`config.mk`:
```
export PLATFORM = sky130hd
export DESIGN_NAME = nfcfm_top
export DESIGN_NICKNAME = d
export VERILOG_FILES = /design/src/verilog/nfcfm_pkg.sv /design/src/verilog/nfcfm_ctl_if.sv /design/src/verilog/nfcfm_osc_mon.sv /design/src/verilog/nfcfm_top.sv /design/src/verilog/nfcfm_wake_tmr.sv
export SDC_FILE = /design/constraint.sdc
export NUM_CORES = 1
export LEC_CHECK = 0
export BUFFER_PORTS_ARGS = -buffer_cell sky130_fd_sc_hd__buf_4
export CORE_MARGIN = 4
export CORE_UTILIZATION = 55
export CTS_BUF_LIST = sky130_fd_sc_hd__clkbuf_16
export CTS_CLUSTER_DIAMETER = 80
export DETAILED_ROUTE_END_ITERATION = 10
export GPL_TIMING_DRIVEN = 1
export PLACE_DENSITY = 0.73
export SLEW_MARGIN = 30
export SYNTH_ARGS = -nofsm -noshare
export SYNTH_HDL_FRONTEND = slang
export SYNTH_HIERARCHICAL = 1
export SYNTH_SLANG_ARGS = --single-unit
```
`constraint.sdc`:
```
create_clock -name pclk -period 6.3 [get_ports pclk]
set_clock_uncertainty 0.2 [all_clocks]
set_input_delay 1.26 -clock pclk [delete_from_list [all_inputs] [get_ports pclk]]
set_output_delay 1.26 -clock pclk [all_outputs]
set_load 0.1 [all_outputs]
```
`src/verilog/nfcfm_pkg.sv`:
```
// Purpose: shared constants and types of the nfc front-end mode control
// Assumes: 32-bit apb, one register per aligned word
// Notes:   bit positions other than the oscillator enable are local picks
package nfcfm_pkg;
   // register byte offsets
   localparam logic [11:0] OFF_OP_CTRL  = 12'h000;
   localparam logic [11:0] OFF_IO_CFG   = 12'h004;
   localparam logic [11:0] OFF_MODE_DEF = 12'h008;
   localparam logic [11:0] OFF_TX_DRV   = 12'h00C;
   localparam logic [11:0] OFF_LM_CFG   = 12'h010;
   localparam logic [11:0] OFF_RX_CFG   = 12'h014;
   localparam logic [11:0] OFF_WAKE_CFG = 12'h018;
   localparam logic [11:0] OFF_STATUS   = 12'h01C;
   localparam logic [11:0] OFF_RAM_BASE = 12'h100;
   localparam int          RAM_DEPTH    = 48;
   // operation control bits
   localparam int B_OSC_EN   = 7;
   localparam int B_RX_EN    = 6;
   localparam int B_RX_SINGLE = 5;
   localparam int B_RX_MAN   = 4;
   localparam int B_TX_EN    = 3;
   localparam int B_WAKEUP   = 2;
   // io configuration bits
   localparam int B_SINGLE   = 0;
   localparam int B_OUT_SEL  = 1;
   localparam int B_SLOW_UP  = 2;
   // mode definition bits
   localparam int B_AM_SEL   = 0;
   localparam int B_PT_MODE  = 1;
   // load modulation configuration bits
   localparam int B_LM_DRI   = 8;
   localparam int B_LM_EXT   = 9;
   localparam int B_LM_INV   = 10;
   // receiver configuration bits
   localparam int B_CH_PICK  = 0;
   localparam int B_DEMOD_MIX = 1;
   // status bits, write one to clear the two sticky flags
   localparam int B_ST_OSC   = 0;
   localparam int B_ST_WAKE  = 1;
   localparam logic [7:0]  RST_REG8  = 8'h00;
   localparam logic [15:0] RST_REG16 = 16'h0000;
   // oscillator settle time
   localparam int OSC_SETTLE_US = 100;
   localparam int CLK_MHZ       = 25;
   localparam int OSC_SETTLE_CYC = OSC_SETTLE_US * CLK_MHZ;
   typedef enum logic [1:0] {
      NFCFM_PWRDN,
      NFCFM_READY,
      NFCFM_WAKEUP
   } nfcfm_mode_t;
endpackage : nfcfm_pkg

```
`src/verilog/nfcfm_ctl_if.sv`:
```
// Purpose: carrier between the mode controller and its helpers
// Assumes: single pclk domain
// Notes:   wake measurement data passes straight through from the top
`timescale 1ns/1ps
interface nfcfm_ctl_if;
   logic       osc_on;
   logic       osc_ok;
   logic       wake_run;
   logic [7:0] wake_period;
   logic [7:0] wake_ref;
   logic       meas_start;
   logic       meas_done;
   logic [7:0] meas_value;
   logic       wake_evt;
   modport ctl  (output osc_on, wake_run, wake_period, wake_ref,
                 meas_done, meas_value, input osc_ok, meas_start, wake_evt);
   modport osc  (input osc_on, output osc_ok);
   modport wake (input wake_run, wake_period, wake_ref, meas_done,
                 meas_value, output meas_start, wake_evt);
endinterface : nfcfm_ctl_if

```
`src/verilog/nfcfm_osc_mon.sv`:
```
// Purpose: declares the crystal stable after a settle count
// Assumes: settle count long enough for the crystal in use
// Notes:   drops at the next edge after the oscillator is switched off
`timescale 1ns/1ps
module nfcfm_osc_mon #(
   parameter int SETTLE_CYC = nfcfm_pkg::OSC_SETTLE_CYC
) (
   input wire logic  pclk,
   input wire logic  presetn,
   nfcfm_ctl_if.osc  ctl
);
   typedef struct packed {
      logic [15:0] cnt;
      logic        ok;
   } nfcfm_osc_t;
   nfcfm_osc_t st_ff, nxt_st;
   ////////////////////////////////////////////////////////////////////////
   // count while the oscillator runs, hold ok at the end
   always_comb begin
      nxt_st = st_ff;
      if (!ctl.osc_on) begin
         nxt_st.cnt = 16'h0000;
         nxt_st.ok  = 1'b0;
      end else if (st_ff.cnt == 16'(SETTLE_CYC - 1)) begin
         nxt_st.ok = 1'b1;
      end else begin
         nxt_st.cnt = st_ff.cnt + 16'h0001;
      end
   end
   always_ff @(posedge pclk or negedge presetn) begin
      if (!presetn) st_ff <= '0;
      else          st_ff <= nxt_st;
   end
   assign ctl.osc_ok = st_ff.ok;
endmodule : nfcfm_osc_mon

```
`src/verilog/nfcfm_top.sv`:
```
// Purpose: operating mode, driver and receiver control of the nfc front end
// Assumes: modulation and clock-detect inputs arrive asynchronously
// Notes:   one wait state on every apb access
`timescale 1ns/1ps
module nfcfm_top (
   input  wire logic        pclk,
   input  wire logic        presetn,
   input  wire logic        psel,
   input  wire logic        penable,
   input  wire logic        pwrite,
   input  wire logic [11:0] paddr,
   input  wire logic [31:0] pwdata,
   output wire logic [31:0] prdata,
   output wire logic        pready,
   output wire logic        pslverr,
   output wire logic        irq,
   input  wire logic        tx_mod_in,
   input  wire logic        load_mod_in,
   input  wire logic        ext_clk_present,
   input  wire logic        rc_clk,
   input  wire logic        meas_done,
   input  wire logic [7:0]  meas_value,
   output wire logic        meas_start,
   output wire logic        regulator_on,
   output wire logic        osc_on,
   output wire logic        fifo_access_ok,
   output wire logic        antenna_driver_a,
   output wire logic        antenna_driver_b,
   output wire logic [7:0]  driver_segments,
   output wire logic        am_supply_sel,
   output wire logic [3:0]  amplitude_mod_level,
   output wire logic        external_gate_out,
   output wire logic        slow_ramp,
   output wire logic        rx_power,
   output wire logic        rx_auto_channel,
   output wire logic        rx_channel_q,
   output wire logic        demod_mixer_sel
);
   typedef struct packed {
      logic [7:0]          op;
      logic [7:0]          io;
      logic [7:0]          mdef;
      logic [7:0]          txd;
      logic [15:0]         lm;
      logic [7:0]          rxc;
      logic [15:0]         wake;
      logic                osc_flag;
      logic                wake_flag;
      logic                osc_ok_d;
      logic                rdy;
      logic                slverr;
      logic [31:0]         rdata;
      nfcfm_pkg::nfcfm_mode_t mode;
      logic                tm_s1;
      logic                tm_s2;
      logic                lm_s1;
      logic                lm_s2;
      logic                xc_s1;
      logic                xc_s2;
      logic [3:0]          imp;
      logic [7:0]          segs;
      logic                drv_a;
      logic                drv_b;
      logic                am_sup;
      logic                ext_gate;
   } nfcfm_st_t;
   nfcfm_st_t   st_ff, nxt_st;
   nfcfm_ctl_if ctl ();
   logic [7:0]  ram [0:nfcfm_pkg::RAM_DEPTH-1];
   logic        acc, commit, ram_hit, ram_wr;
   logic [5:0]  ram_idx;
   logic        tx_on, ook;
   ////////////////////////////////////////////////////////////////////////
   // segment mask: each step up to 8 switches one more msb segment off, 8 and above give all off
   function automatic logic [7:0] seg_mask(input logic [3:0] r);
      if (r > 4'h8) return 8'h00;
      return 8'hFF >> r;
   endfunction : seg_mask
   ////////////////////////////////////////////////////////////////////////
   // helpers
   nfcfm_osc_mon  u_osc  (.pclk(pclk), .presetn(presetn), .ctl(ctl));
   nfcfm_wake_tmr u_wake (.pclk(pclk), .presetn(presetn), .rc_clk(rc_clk),
                          .ctl(ctl));
   assign ctl.osc_on      = st_ff.op[nfcfm_pkg::B_OSC_EN];
   assign ctl.wake_run    = (st_ff.mode == nfcfm_pkg::NFCFM_WAKEUP);
   assign ctl.wake_period = st_ff.wake[7:0];
   assign ctl.wake_ref    = st_ff.wake[15:8];
   assign ctl.meas_done   = meas_done;
   assign ctl.meas_value  = meas_value;
   ////////////////////////////////////////////////////////////////////////
   // apb decode: first access cycle prepares the answer, second commits
   assign acc     = psel & penable & ~st_ff.rdy;
   assign commit  = psel & penable & st_ff.rdy;
   assign ram_hit = (paddr >= nfcfm_pkg::OFF_RAM_BASE) &&
                    (paddr < nfcfm_pkg::OFF_RAM_BASE +
                     12'(4 * nfcfm_pkg::RAM_DEPTH));
   assign ram_idx = 6'((paddr - nfcfm_pkg::OFF_RAM_BASE) >> 2);
   // target ram only reachable in ready mode
   assign ram_wr  = commit & pwrite & ram_hit & ~st_ff.slverr;
   assign tx_on   = st_ff.op[nfcfm_pkg::B_TX_EN] &
                    st_ff.op[nfcfm_pkg::B_OSC_EN];
   assign ook     = ~st_ff.mdef[nfcfm_pkg::B_AM_SEL];
   ////////////////////////////////////////////////////////////////////////
   // next state of every register
   always_comb begin
      nxt_st       = st_ff;
      nxt_st.rdy   = acc;
      nxt_st.tm_s1 = tx_mod_in;
      nxt_st.tm_s2 = st_ff.tm_s1;
      nxt_st.lm_s1 = load_mod_in;
      nxt_st.lm_s2 = st_ff.lm_s1;
      nxt_st.xc_s1 = ext_clk_present;
      nxt_st.xc_s2 = st_ff.xc_s1;
      nxt_st.osc_ok_d = ctl.osc_ok;
      // answer phase: read data and error flag from flip-flops
      if (acc) begin
         nxt_st.slverr = 1'b0;
         nxt_st.rdata  = 32'h0000_0000;
         if (ram_hit) begin
            if (st_ff.mode != nfcfm_pkg::NFCFM_READY)
               nxt_st.slverr = 1'b1;
            else
               nxt_st.rdata = {24'h00_0000, ram[ram_idx]};
         end else begin
            unique case (paddr)
               nfcfm_pkg::OFF_OP_CTRL:  nxt_st.rdata[7:0]  = st_ff.op;
               nfcfm_pkg::OFF_IO_CFG:   nxt_st.rdata[7:0]  = st_ff.io;
               nfcfm_pkg::OFF_MODE_DEF: nxt_st.rdata[7:0]  = st_ff.mdef;
               nfcfm_pkg::OFF_TX_DRV:   nxt_st.rdata[7:0]  = st_ff.txd;
               nfcfm_pkg::OFF_LM_CFG:   nxt_st.rdata[15:0] = st_ff.lm;
               nfcfm_pkg::OFF_RX_CFG:   nxt_st.rdata[7:0]  = st_ff.rxc;
               nfcfm_pkg::OFF_WAKE_CFG: nxt_st.rdata[15:0] = st_ff.wake;
               nfcfm_pkg::OFF_STATUS:   nxt_st.rdata[4:0]  =
                  {st_ff.mode, ctl.osc_ok, st_ff.wake_flag,
                   st_ff.osc_flag};
               default:                 nxt_st.slverr = 1'b1;
            endcase
         end
      end
      // register writes take effect at the committing edge only
      if (commit && pwrite && !st_ff.slverr && !ram_hit) begin
         unique case (paddr)
            nfcfm_pkg::OFF_OP_CTRL:  nxt_st.op   = pwdata[7:0];
            nfcfm_pkg::OFF_IO_CFG:   nxt_st.io   = pwdata[7:0];
            nfcfm_pkg::OFF_MODE_DEF: nxt_st.mdef = pwdata[7:0];
            nfcfm_pkg::OFF_TX_DRV:   nxt_st.txd  = pwdata[7:0];
            nfcfm_pkg::OFF_LM_CFG:   nxt_st.lm   = pwdata[15:0];
            nfcfm_pkg::OFF_RX_CFG:   nxt_st.rxc  = pwdata[7:0];
            nfcfm_pkg::OFF_WAKE_CFG: nxt_st.wake = pwdata[15:0];
            nfcfm_pkg::OFF_STATUS: begin
               if (pwdata[nfcfm_pkg::B_ST_OSC])  nxt_st.osc_flag  = 1'b0;
               if (pwdata[nfcfm_pkg::B_ST_WAKE]) nxt_st.wake_flag = 1'b0;
            end
            default: ;
         endcase
      end
      // events set after the clear so a coinciding set wins
      if (ctl.osc_ok && !st_ff.osc_ok_d) nxt_st.osc_flag  = 1'b1;
      if (ctl.wake_evt)                  nxt_st.wake_flag = 1'b1;
      // operating mode follows the operation control register
      if (st_ff.op[nfcfm_pkg::B_OSC_EN])
         nxt_st.mode = nfcfm_pkg::NFCFM_READY;
      else if (st_ff.op == (8'h01 << nfcfm_pkg::B_WAKEUP))
         nxt_st.mode = nfcfm_pkg::NFCFM_WAKEUP;
      else
         nxt_st.mode = nfcfm_pkg::NFCFM_PWRDN;
      // target mode: new impedance only while the extracted clock runs
      if (st_ff.xc_s2)
         nxt_st.imp = st_ff.lm_s2 ? st_ff.lm[7:4] : st_ff.lm[3:0];
      // driver outputs
      if (st_ff.mdef[nfcfm_pkg::B_PT_MODE] && st_ff.lm[nfcfm_pkg::B_LM_DRI])
         nxt_st.segs = seg_mask(st_ff.imp);
      else
         nxt_st.segs = seg_mask(st_ff.txd[3:0]);
      nxt_st.drv_a = tx_on & ~(ook & st_ff.tm_s2) &
                     ~(st_ff.io[nfcfm_pkg::B_SINGLE] &
                       st_ff.io[nfcfm_pkg::B_OUT_SEL]);
      nxt_st.drv_b = tx_on & ~(ook & st_ff.tm_s2) &
                     ~(st_ff.io[nfcfm_pkg::B_SINGLE] &
                       ~st_ff.io[nfcfm_pkg::B_OUT_SEL]);
      nxt_st.am_sup = tx_on & ~ook & st_ff.tm_s2;
      // external gate idles low when the external path is off
      nxt_st.ext_gate = st_ff.lm[nfcfm_pkg::B_LM_EXT] &
                        (st_ff.lm_s2 ^ st_ff.lm[nfcfm_pkg::B_LM_INV]);
   end
   ////////////////////////////////////////////////////////////////////////
   // state register; reset clears the operation control register
   always_ff @(posedge pclk or negedge presetn) begin
      if (!presetn) begin
         st_ff      <= '0;
         st_ff.mode <= nfcfm_pkg::NFCFM_PWRDN;
      end else begin
         st_ff <= nxt_st;
      end
   end
   // target ram holds data only, no reset needed
   always_ff @(posedge pclk) begin
      if (ram_wr) ram[ram_idx] <= pwdata[7:0];
   end
   ////////////////////////////////////////////////////////////////////////
   // outputs
   assign prdata   = st_ff.rdata;
   assign pready   = st_ff.rdy;
   assign pslverr  = st_ff.rdy & st_ff.slverr;
   assign irq      = st_ff.osc_flag | st_ff.wake_flag;
   assign meas_start       = ctl.meas_start;
   assign regulator_on     = st_ff.op[nfcfm_pkg::B_OSC_EN];
   assign osc_on           = st_ff.op[nfcfm_pkg::B_OSC_EN];
   assign fifo_access_ok   = (st_ff.mode == nfcfm_pkg::NFCFM_READY);
   assign antenna_driver_a = st_ff.drv_a;
   assign antenna_driver_b = st_ff.drv_b;
   assign driver_segments  = st_ff.segs;
   assign am_supply_sel    = st_ff.am_sup;
   assign amplitude_mod_level = st_ff.txd[7:4];
   assign external_gate_out   = st_ff.ext_gate;
   assign slow_ramp        = st_ff.io[nfcfm_pkg::B_SLOW_UP];
   assign rx_power         = st_ff.op[nfcfm_pkg::B_RX_EN];
   assign rx_auto_channel  = ~st_ff.op[nfcfm_pkg::B_RX_SINGLE] &
                             ~st_ff.op[nfcfm_pkg::B_RX_MAN];
   assign rx_channel_q     = ~rx_auto_channel &
                             st_ff.rxc[nfcfm_pkg::B_CH_PICK];
   assign demod_mixer_sel  = st_ff.rxc[nfcfm_pkg::B_DEMOD_MIX];
   ////////////////////////////////////////////////////////////////////////
   // checks

   // power and operating mode; mode lags the control register one edge
   AST_PWRDN_IDLE: assert property (
      @(posedge pclk) disable iff (!presetn)
      st_ff.op == 8'h00 |-> !regulator_on ##1 !fifo_access_ok)
      else $error("not powered down with clear control");
   AST_RAM_REFUSED: assert property (
      @(posedge pclk) disable iff (!presetn)
      acc && ram_hit && st_ff.mode != nfcfm_pkg::NFCFM_READY
      |=> pready && pslverr)
      else $error("target ram reached outside ready mode");
   AST_RAM_GRANT: assert property (
      @(posedge pclk) disable iff (!presetn)
      acc && ram_hit && st_ff.mode == nfcfm_pkg::NFCFM_READY
      |=> pready && !pslverr)
      else $error("target ram refused in ready mode");
   AST_READY_ENTRY: assert property (
      @(posedge pclk) disable iff (!presetn)
      $rose(st_ff.op[7]) |=> st_ff.mode == nfcfm_pkg::NFCFM_READY)
      else $error("ready mode not entered");

   // interrupt sources; a clear in the same cycle must not hide an event
   AST_OSC_IRQ: assert property (
      @(posedge pclk) disable iff (!presetn)
      $rose(ctl.osc_ok) |=> ##[0:1] irq)
      else $error("no interrupt after oscillator settled");
   AST_OSC_SET_WINS: assert property (
      @(posedge pclk) disable iff (!presetn)
      ctl.osc_ok && !st_ff.osc_ok_d |=> st_ff.osc_flag)
      else $error("oscillator flag lost against a clear");
   AST_WAKE_ONLY: assert property (
      @(posedge pclk) disable iff (!presetn)
      st_ff.mode == nfcfm_pkg::NFCFM_WAKEUP |-> $past(st_ff.op) == 8'h04)
      else $error("wake-up mode with other control bits set");
   AST_WAKE_IRQ: assert property (
      @(posedge pclk) disable iff (!presetn)
      ctl.wake_evt |=> irq)
      else $error("no interrupt after a presence change");

   // transmitter drivers
   AST_TX_OFF: assert property (
      @(posedge pclk) disable iff (!presetn)
      !tx_on |=> !antenna_driver_a && !antenna_driver_b)
      else $error("drivers active with transmitter off");
   AST_SINGLE_DRV: assert property (
      @(posedge pclk) disable iff (!presetn)
      st_ff.io[0] && !st_ff.io[1] && $stable(st_ff.io) |=> !antenna_driver_b)
      else $error("second driver active in single mode");
   AST_OOK_GAP: assert property (
      @(posedge pclk) disable iff (!presetn)
      tx_on && ook && st_ff.tm_s2 |=> !antenna_driver_a && !antenna_driver_b)
      else $error("carrier driven during ook gap");
   AST_AM_SUPPLY: assert property (
      @(posedge pclk) disable iff (!presetn)
      tx_on && !ook && st_ff.tm_s2 |=> am_supply_sel)
      else $error("am supply not used while modulating");
   AST_SEG_MAP: assert property (
      @(posedge pclk) disable iff (!presetn)
      !st_ff.mdef[1] && st_ff.txd[3:0] == 4'h0 && $stable(st_ff.txd)
      |=> driver_segments == 8'hFF)
      else $error("lowest resistance does not enable all segments");

   // load modulation; the gate output is one edge behind its inputs
   AST_EXT_GATE: assert property (
      @(posedge pclk) disable iff (!presetn)
      st_ff.lm[9] && $stable(st_ff.lm) |=>
      external_gate_out == ($past(st_ff.lm_s2) ^ $past(st_ff.lm[10])))
      else $error("external gate level wrong");
   AST_EXT_PLAIN: assert property (
      @(posedge pclk) disable iff (!presetn)
      st_ff.lm[9] && !st_ff.lm[10] |=>
      external_gate_out == $past(st_ff.lm_s2))
      else $error("external gate does not follow load modulation");
   AST_IMP_HOLD: assert property (
      @(posedge pclk) disable iff (!presetn)
      !st_ff.xc_s2 |=> $stable(st_ff.imp))
      else $error("impedance moved without extracted clock");

   // receiver
   AST_RX_ONLY: assert property (
      @(posedge pclk) disable iff (!presetn)
      st_ff.op[6] && !st_ff.op[3] |-> rx_power ##1 !antenna_driver_a)
      else $error("receiver not powered alone");
   AST_AUTO_CH: assert property (
      @(posedge pclk) disable iff (!presetn)
      !st_ff.op[5] && !st_ff.op[4] |-> rx_auto_channel && !rx_channel_q)
      else $error("channel not automatic");
   AST_CH_PICK: assert property (
      @(posedge pclk) disable iff (!presetn)
      st_ff.op[5] || st_ff.op[4] |->
      !rx_auto_channel && rx_channel_q == st_ff.rxc[0])
      else $error("manual channel not taken from the pick bit");

endmodule : nfcfm_top

```
`src/verilog/nfcfm_wake_tmr.sv`:
```
// Purpose: wake-up timer paced by the rc oscillator
// Assumes: rc clock far slower than pclk; it is sampled, not a domain
// Notes:   a period of zero is treated as one tick
`timescale 1ns/1ps
module nfcfm_wake_tmr (
   input wire logic  pclk,
   input wire logic  presetn,
   input wire logic  rc_clk,
   nfcfm_ctl_if.wake ctl
);
   typedef struct packed {
      logic       rc_s1;
      logic       rc_s2;
      logic       rc_d;
      logic [7:0] cnt;
      logic       start;
      logic       evt;
   } nfcfm_wake_t;
   nfcfm_wake_t st_ff, nxt_st;
   logic tick;
   assign tick = st_ff.rc_s2 & ~st_ff.rc_d;
   ////////////////////////////////////////////////////////////////////////
   // schedule a measurement each period, flag a change vs reference
   always_comb begin
      nxt_st       = st_ff;
      nxt_st.rc_s1 = rc_clk;
      nxt_st.rc_s2 = st_ff.rc_s1;
      nxt_st.rc_d  = st_ff.rc_s2;
      nxt_st.start = 1'b0;
      nxt_st.evt   = 1'b0;
      if (!ctl.wake_run) begin
         nxt_st.cnt = 8'h00;
      end else if (tick) begin
         if (st_ff.cnt == 8'h00 || st_ff.cnt == 8'h01) begin
            nxt_st.cnt   = ctl.wake_period;
            nxt_st.start = 1'b1;
         end else begin
            nxt_st.cnt = st_ff.cnt - 8'h01;
         end
      end
      if (ctl.wake_run && ctl.meas_done &&
          ctl.meas_value != ctl.wake_ref) begin
         nxt_st.evt = 1'b1;
      end
   end
   always_ff @(posedge pclk or negedge presetn) begin
      if (!presetn) st_ff <= '0;
      else          st_ff <= nxt_st;
   end
   assign ctl.meas_start = st_ff.start;
   assign ctl.wake_evt   = st_ff.evt;
endmodule : nfcfm_wake_tmr
```
==> results.sh <==
export IMPL_status="finished clean"
export IMPL_rsz0062_at_grt="false"
export IMPL_grt_pass1_vias=12250
export IMPL_synth_cell_type_count=76
export IMPL_cts_setup_buffers=0
export IMPL_p_int_uw=5609
export IMPL_cp_end_kind="register"
export IMPL_cts_root_buf="clkbuf_16"
export IMPL_n_antenna_cell=0
export IMPL_num_vias=12400
export IMPL_r2r_start="pready"
export IMPL_nFillCells=2831
export IMPL_grt_pass1_wl_um=77590
export IMPL_combinationalPowerShare_pct=5.8
export IMPL_numCtsBuffers=52
export IMPL_antenna_left=0
export IMPL_clk_path_buf_depth=3
export IMPL_synth_area_um2=22120
export IMPL_power_uw=7239
export IMPL_rrSetupSlack_ps=3610
export IMPL_power_switching_uw=1629
export IMPL_finalHoldViolCount=0
export IMPL_drtPass1Iterations=7
export IMPL_grt_overflow=0
export IMPL_pwr_share_clk_pct=42.0
export IMPL_dieArea_um2=43480
export IMPL_hold_buffers=0
export IMPL_insertion_delay_ps=600
export IMPL_drc_errors=0
export IMPL_maxSlewViolCount=0
export IMPL_fp_coreArea_um2=39730
export IMPL_cts_tree="done"
export IMPL_ys_ff_latch=531
export IMPL_htreeDepth=2
export IMPL_min_period_ps=4044
export IMPL_avgSynthCellArea_um2=16.31
export IMPL_drt_iter0_drc=1245
export IMPL_start_util_pct=55.66
export IMPL_reg2regPathDepth=4
export IMPL_io_buffers=89
export IMPL_seq_area_frac_synth_pct=68.77
export IMPL_startpoint="paddr[9]"
export IMPL_cts_repair_resized=0
export IMPL_post_route_period_util_pct=64.19
export IMPL_dominantRegCellSynth="edfxtp_1"
export IMPL_path_max_fanout=8
export IMPL_synth_warnings=6
export IMPL_critPathKind="primary input to register"
export IMPL_fin_setup_tns_ps=0
export IMPL_via_per_inst=6.226
export IMPL_power_switching_share_pct=22.51
export IMPL_cp_arrival_ps=4050
export IMPL_drive_gt1_share_pct=22.85
export IMPL_synth_edf_count=384
export IMPL_r2r_end="st_ff[97]"
export IMPL_hpwl_um=31850
export IMPL_path_clk_slew_ps=60
export IMPL_grt_use_total_pct=23.67
export IMPL_fp_dieH_um=208.5
export IMPL_cts_sinks=531
export IMPL_peakVddDrop_v=0.0002943
export IMPL_slew_headroom_pct=35.83
export IMPL_row_count=73
export IMPL_leakagePower_uw=0.009078
export IMPL_io_pins=122
export IMPL_area_growth_pct=11.47
export IMPL_finalSetupViolCount=0
export IMPL_wirelength_um=52080
export IMPL_syn_inst=1356
export IMPL_critPathCapture="ram[41][7]"
export IMPL_p_per_area_nw_per_um2=293.6
export IMPL_fin_area_um2=24650
export IMPL_required_ps=6310
export IMPL_final_net_count=1489
export IMPL_place_congestion=0.8860
export IMPL_placed_area_um2=22990
export IMPL_grt_max_degree=62
export IMPL_antenna_found_initial=1
export IMPL_cap_viol_max_count=0
export IMPL_fmax_mhz=247.3
export IMPL_worst_slew_pin_slew_ps=959.0
export IMPL_hold_path_class="register to register"
export IMPL_async_flop_share_pct=27.68
export IMPL_seqPwrFrac_pct=52.2
export IMPL_critPathLaunchType="primary input"
export IMPL_wl_per_cell_um=26.16
export IMPL_die_w_um=208.5
## synthesized netlist by cell type (all sizes together) (18+ instances only)
library cell / count / area share, %
a21oi: 18 / 0.41
and2: 18 / 0.51
buf: 83 / 2.6
clkbuf: 21 / 0.37
dfrtp: 147 / 17
edfxtp: 384 / 52
mux2: 91 / 4.6
mux2i: 53 / 2.4
mux4: 77 / 7.8
nand2: 76 / 1.3
nand3: 29 / 0.68
nor2: 88 / 1.7
o21ai: 44 / 1.0
## sequential cells by signal (all words and copies together), names as in the netlist, 2 cells and up
signal               flops
ram                    384
st_ff                   61
prdata                  16
u_osc/st_ff             16
u_wake/st_ff             9
ctl.wake_period          8
ctl.wake_ref             8
driver_segments          8
amplitude_mod_level      4
nxt_st                   3
u_wake/nxt_st            2
## cells in the final DEF (no fill, tap or decap), types with 18 or more instances in the layout
| master | Yosys | final |
|---|---|---|
| a21oi_1 | 18 | 18 |
| dfrtp_1 | 147 | 147 |
| nand2_1 | 76 | 76 |
| nor2_1 | 81 | 81 |
| inv_1 | 15 | 23 |
| clkbuf_16 | 0 | 53 |
| o21ai_0 | 36 | 36 |
| edfxtp_1 | 384 | 384 |
| and2_1 | 18 | 18 |
| mux2_1 | 40 | 40 |
| mux2i_1 | 53 | 53 |
| nand3_1 | 28 | 28 |
| buf_4 | 61 | 99 |
| mux4_2 | 77 | 77 |
| mux2_2 | 51 | 51 |
## routing by layer
metal | vias up | GRT usage (%) | part of all wire (%)
met3 | 126 | 5.564 | 9.0
met2 | 606 | 35.78 | 46
met4 | 2 | 9.558 | 4.1
met5 | - | 0 | 0.038
met1 | 6337 | 33.75 | 40
li1 | 5324 | - | -
## worst min path at each step
| stage | start | slack (ps) | to | cells past startpoint |
|---|---|---|---|---|
| floorplan | nxt_st[16] | 130 | st_ff[16] | 0 |
| global placement | nxt_st[16] | 140 | st_ff[16] | 0 |
| detailed placement | nxt_st[18] | 150 | st_ff[18] | 0 |
| CTS | u_wake/nxt_st[11] | 150 | u_wake/nxt_st[10] | 0 |
| global route | u_wake/nxt_st[11] | 160 | u_wake/nxt_st[10] | 0 |
| finish | u_wake/nxt_st[11] | 150 | u_wake/nxt_st[10] | 0 |
## power by group through the flow
stage	sequential, uW	combinational, uW	clock, uW
after global routing	3780	444	3220
after detailed placement	3850	419	0
after floorplan	3840	263	0
final	3780	420	3040
after CTS	3780	421	3080
after global placement	3850	411	0
## per-stage QoR
step	setup slack (ps)	utilization, %	hold WS, ps	cells
after floorplan	2214	-	131.2	1371
after global placement	1697	57.80	135.1	1894
after detailed placement	1691	57.86	146.5	1895
after CTS	2312	62.03	149.1	1991
after global routing	1935	62.05	156.9	1991
final	2256	62.05	146.9	1991
## cells by family after synthesis
family	Yosys count	share of synthesized area, %
adders and majority gates	3	0.1697
muxes	221	14.87
and+or+nand+nor	295	7.094
buffers and inverters	121	3.264
xor gates and xnor gates	21	0.8316
other	1	0.01696
AOI/OAI and AO/OA	163	4.979
DFF	531	68.77
## critical path: stages
cell	delay [ps]
buf_4	110
nor3_1	630
nand3_1	390
nor4_2	330
buf_4	230
nor2b_1	210
nand2_1	210
nor2_1	670
## layout make-up
type	instances	area (um2)	area share (%)
repair buffers	103	813.3	3.299
clock inverters	43	330.3	1.340
clock buffers	53	1326	5.380
well taps	525	656.9	2.665
multi-input cells	719	6252	25.36
inverters	17	63.81	0.2588
flip-flops and latches	531	15210	61.70
No activity file was read; power rests on OpenSTA's default activity.
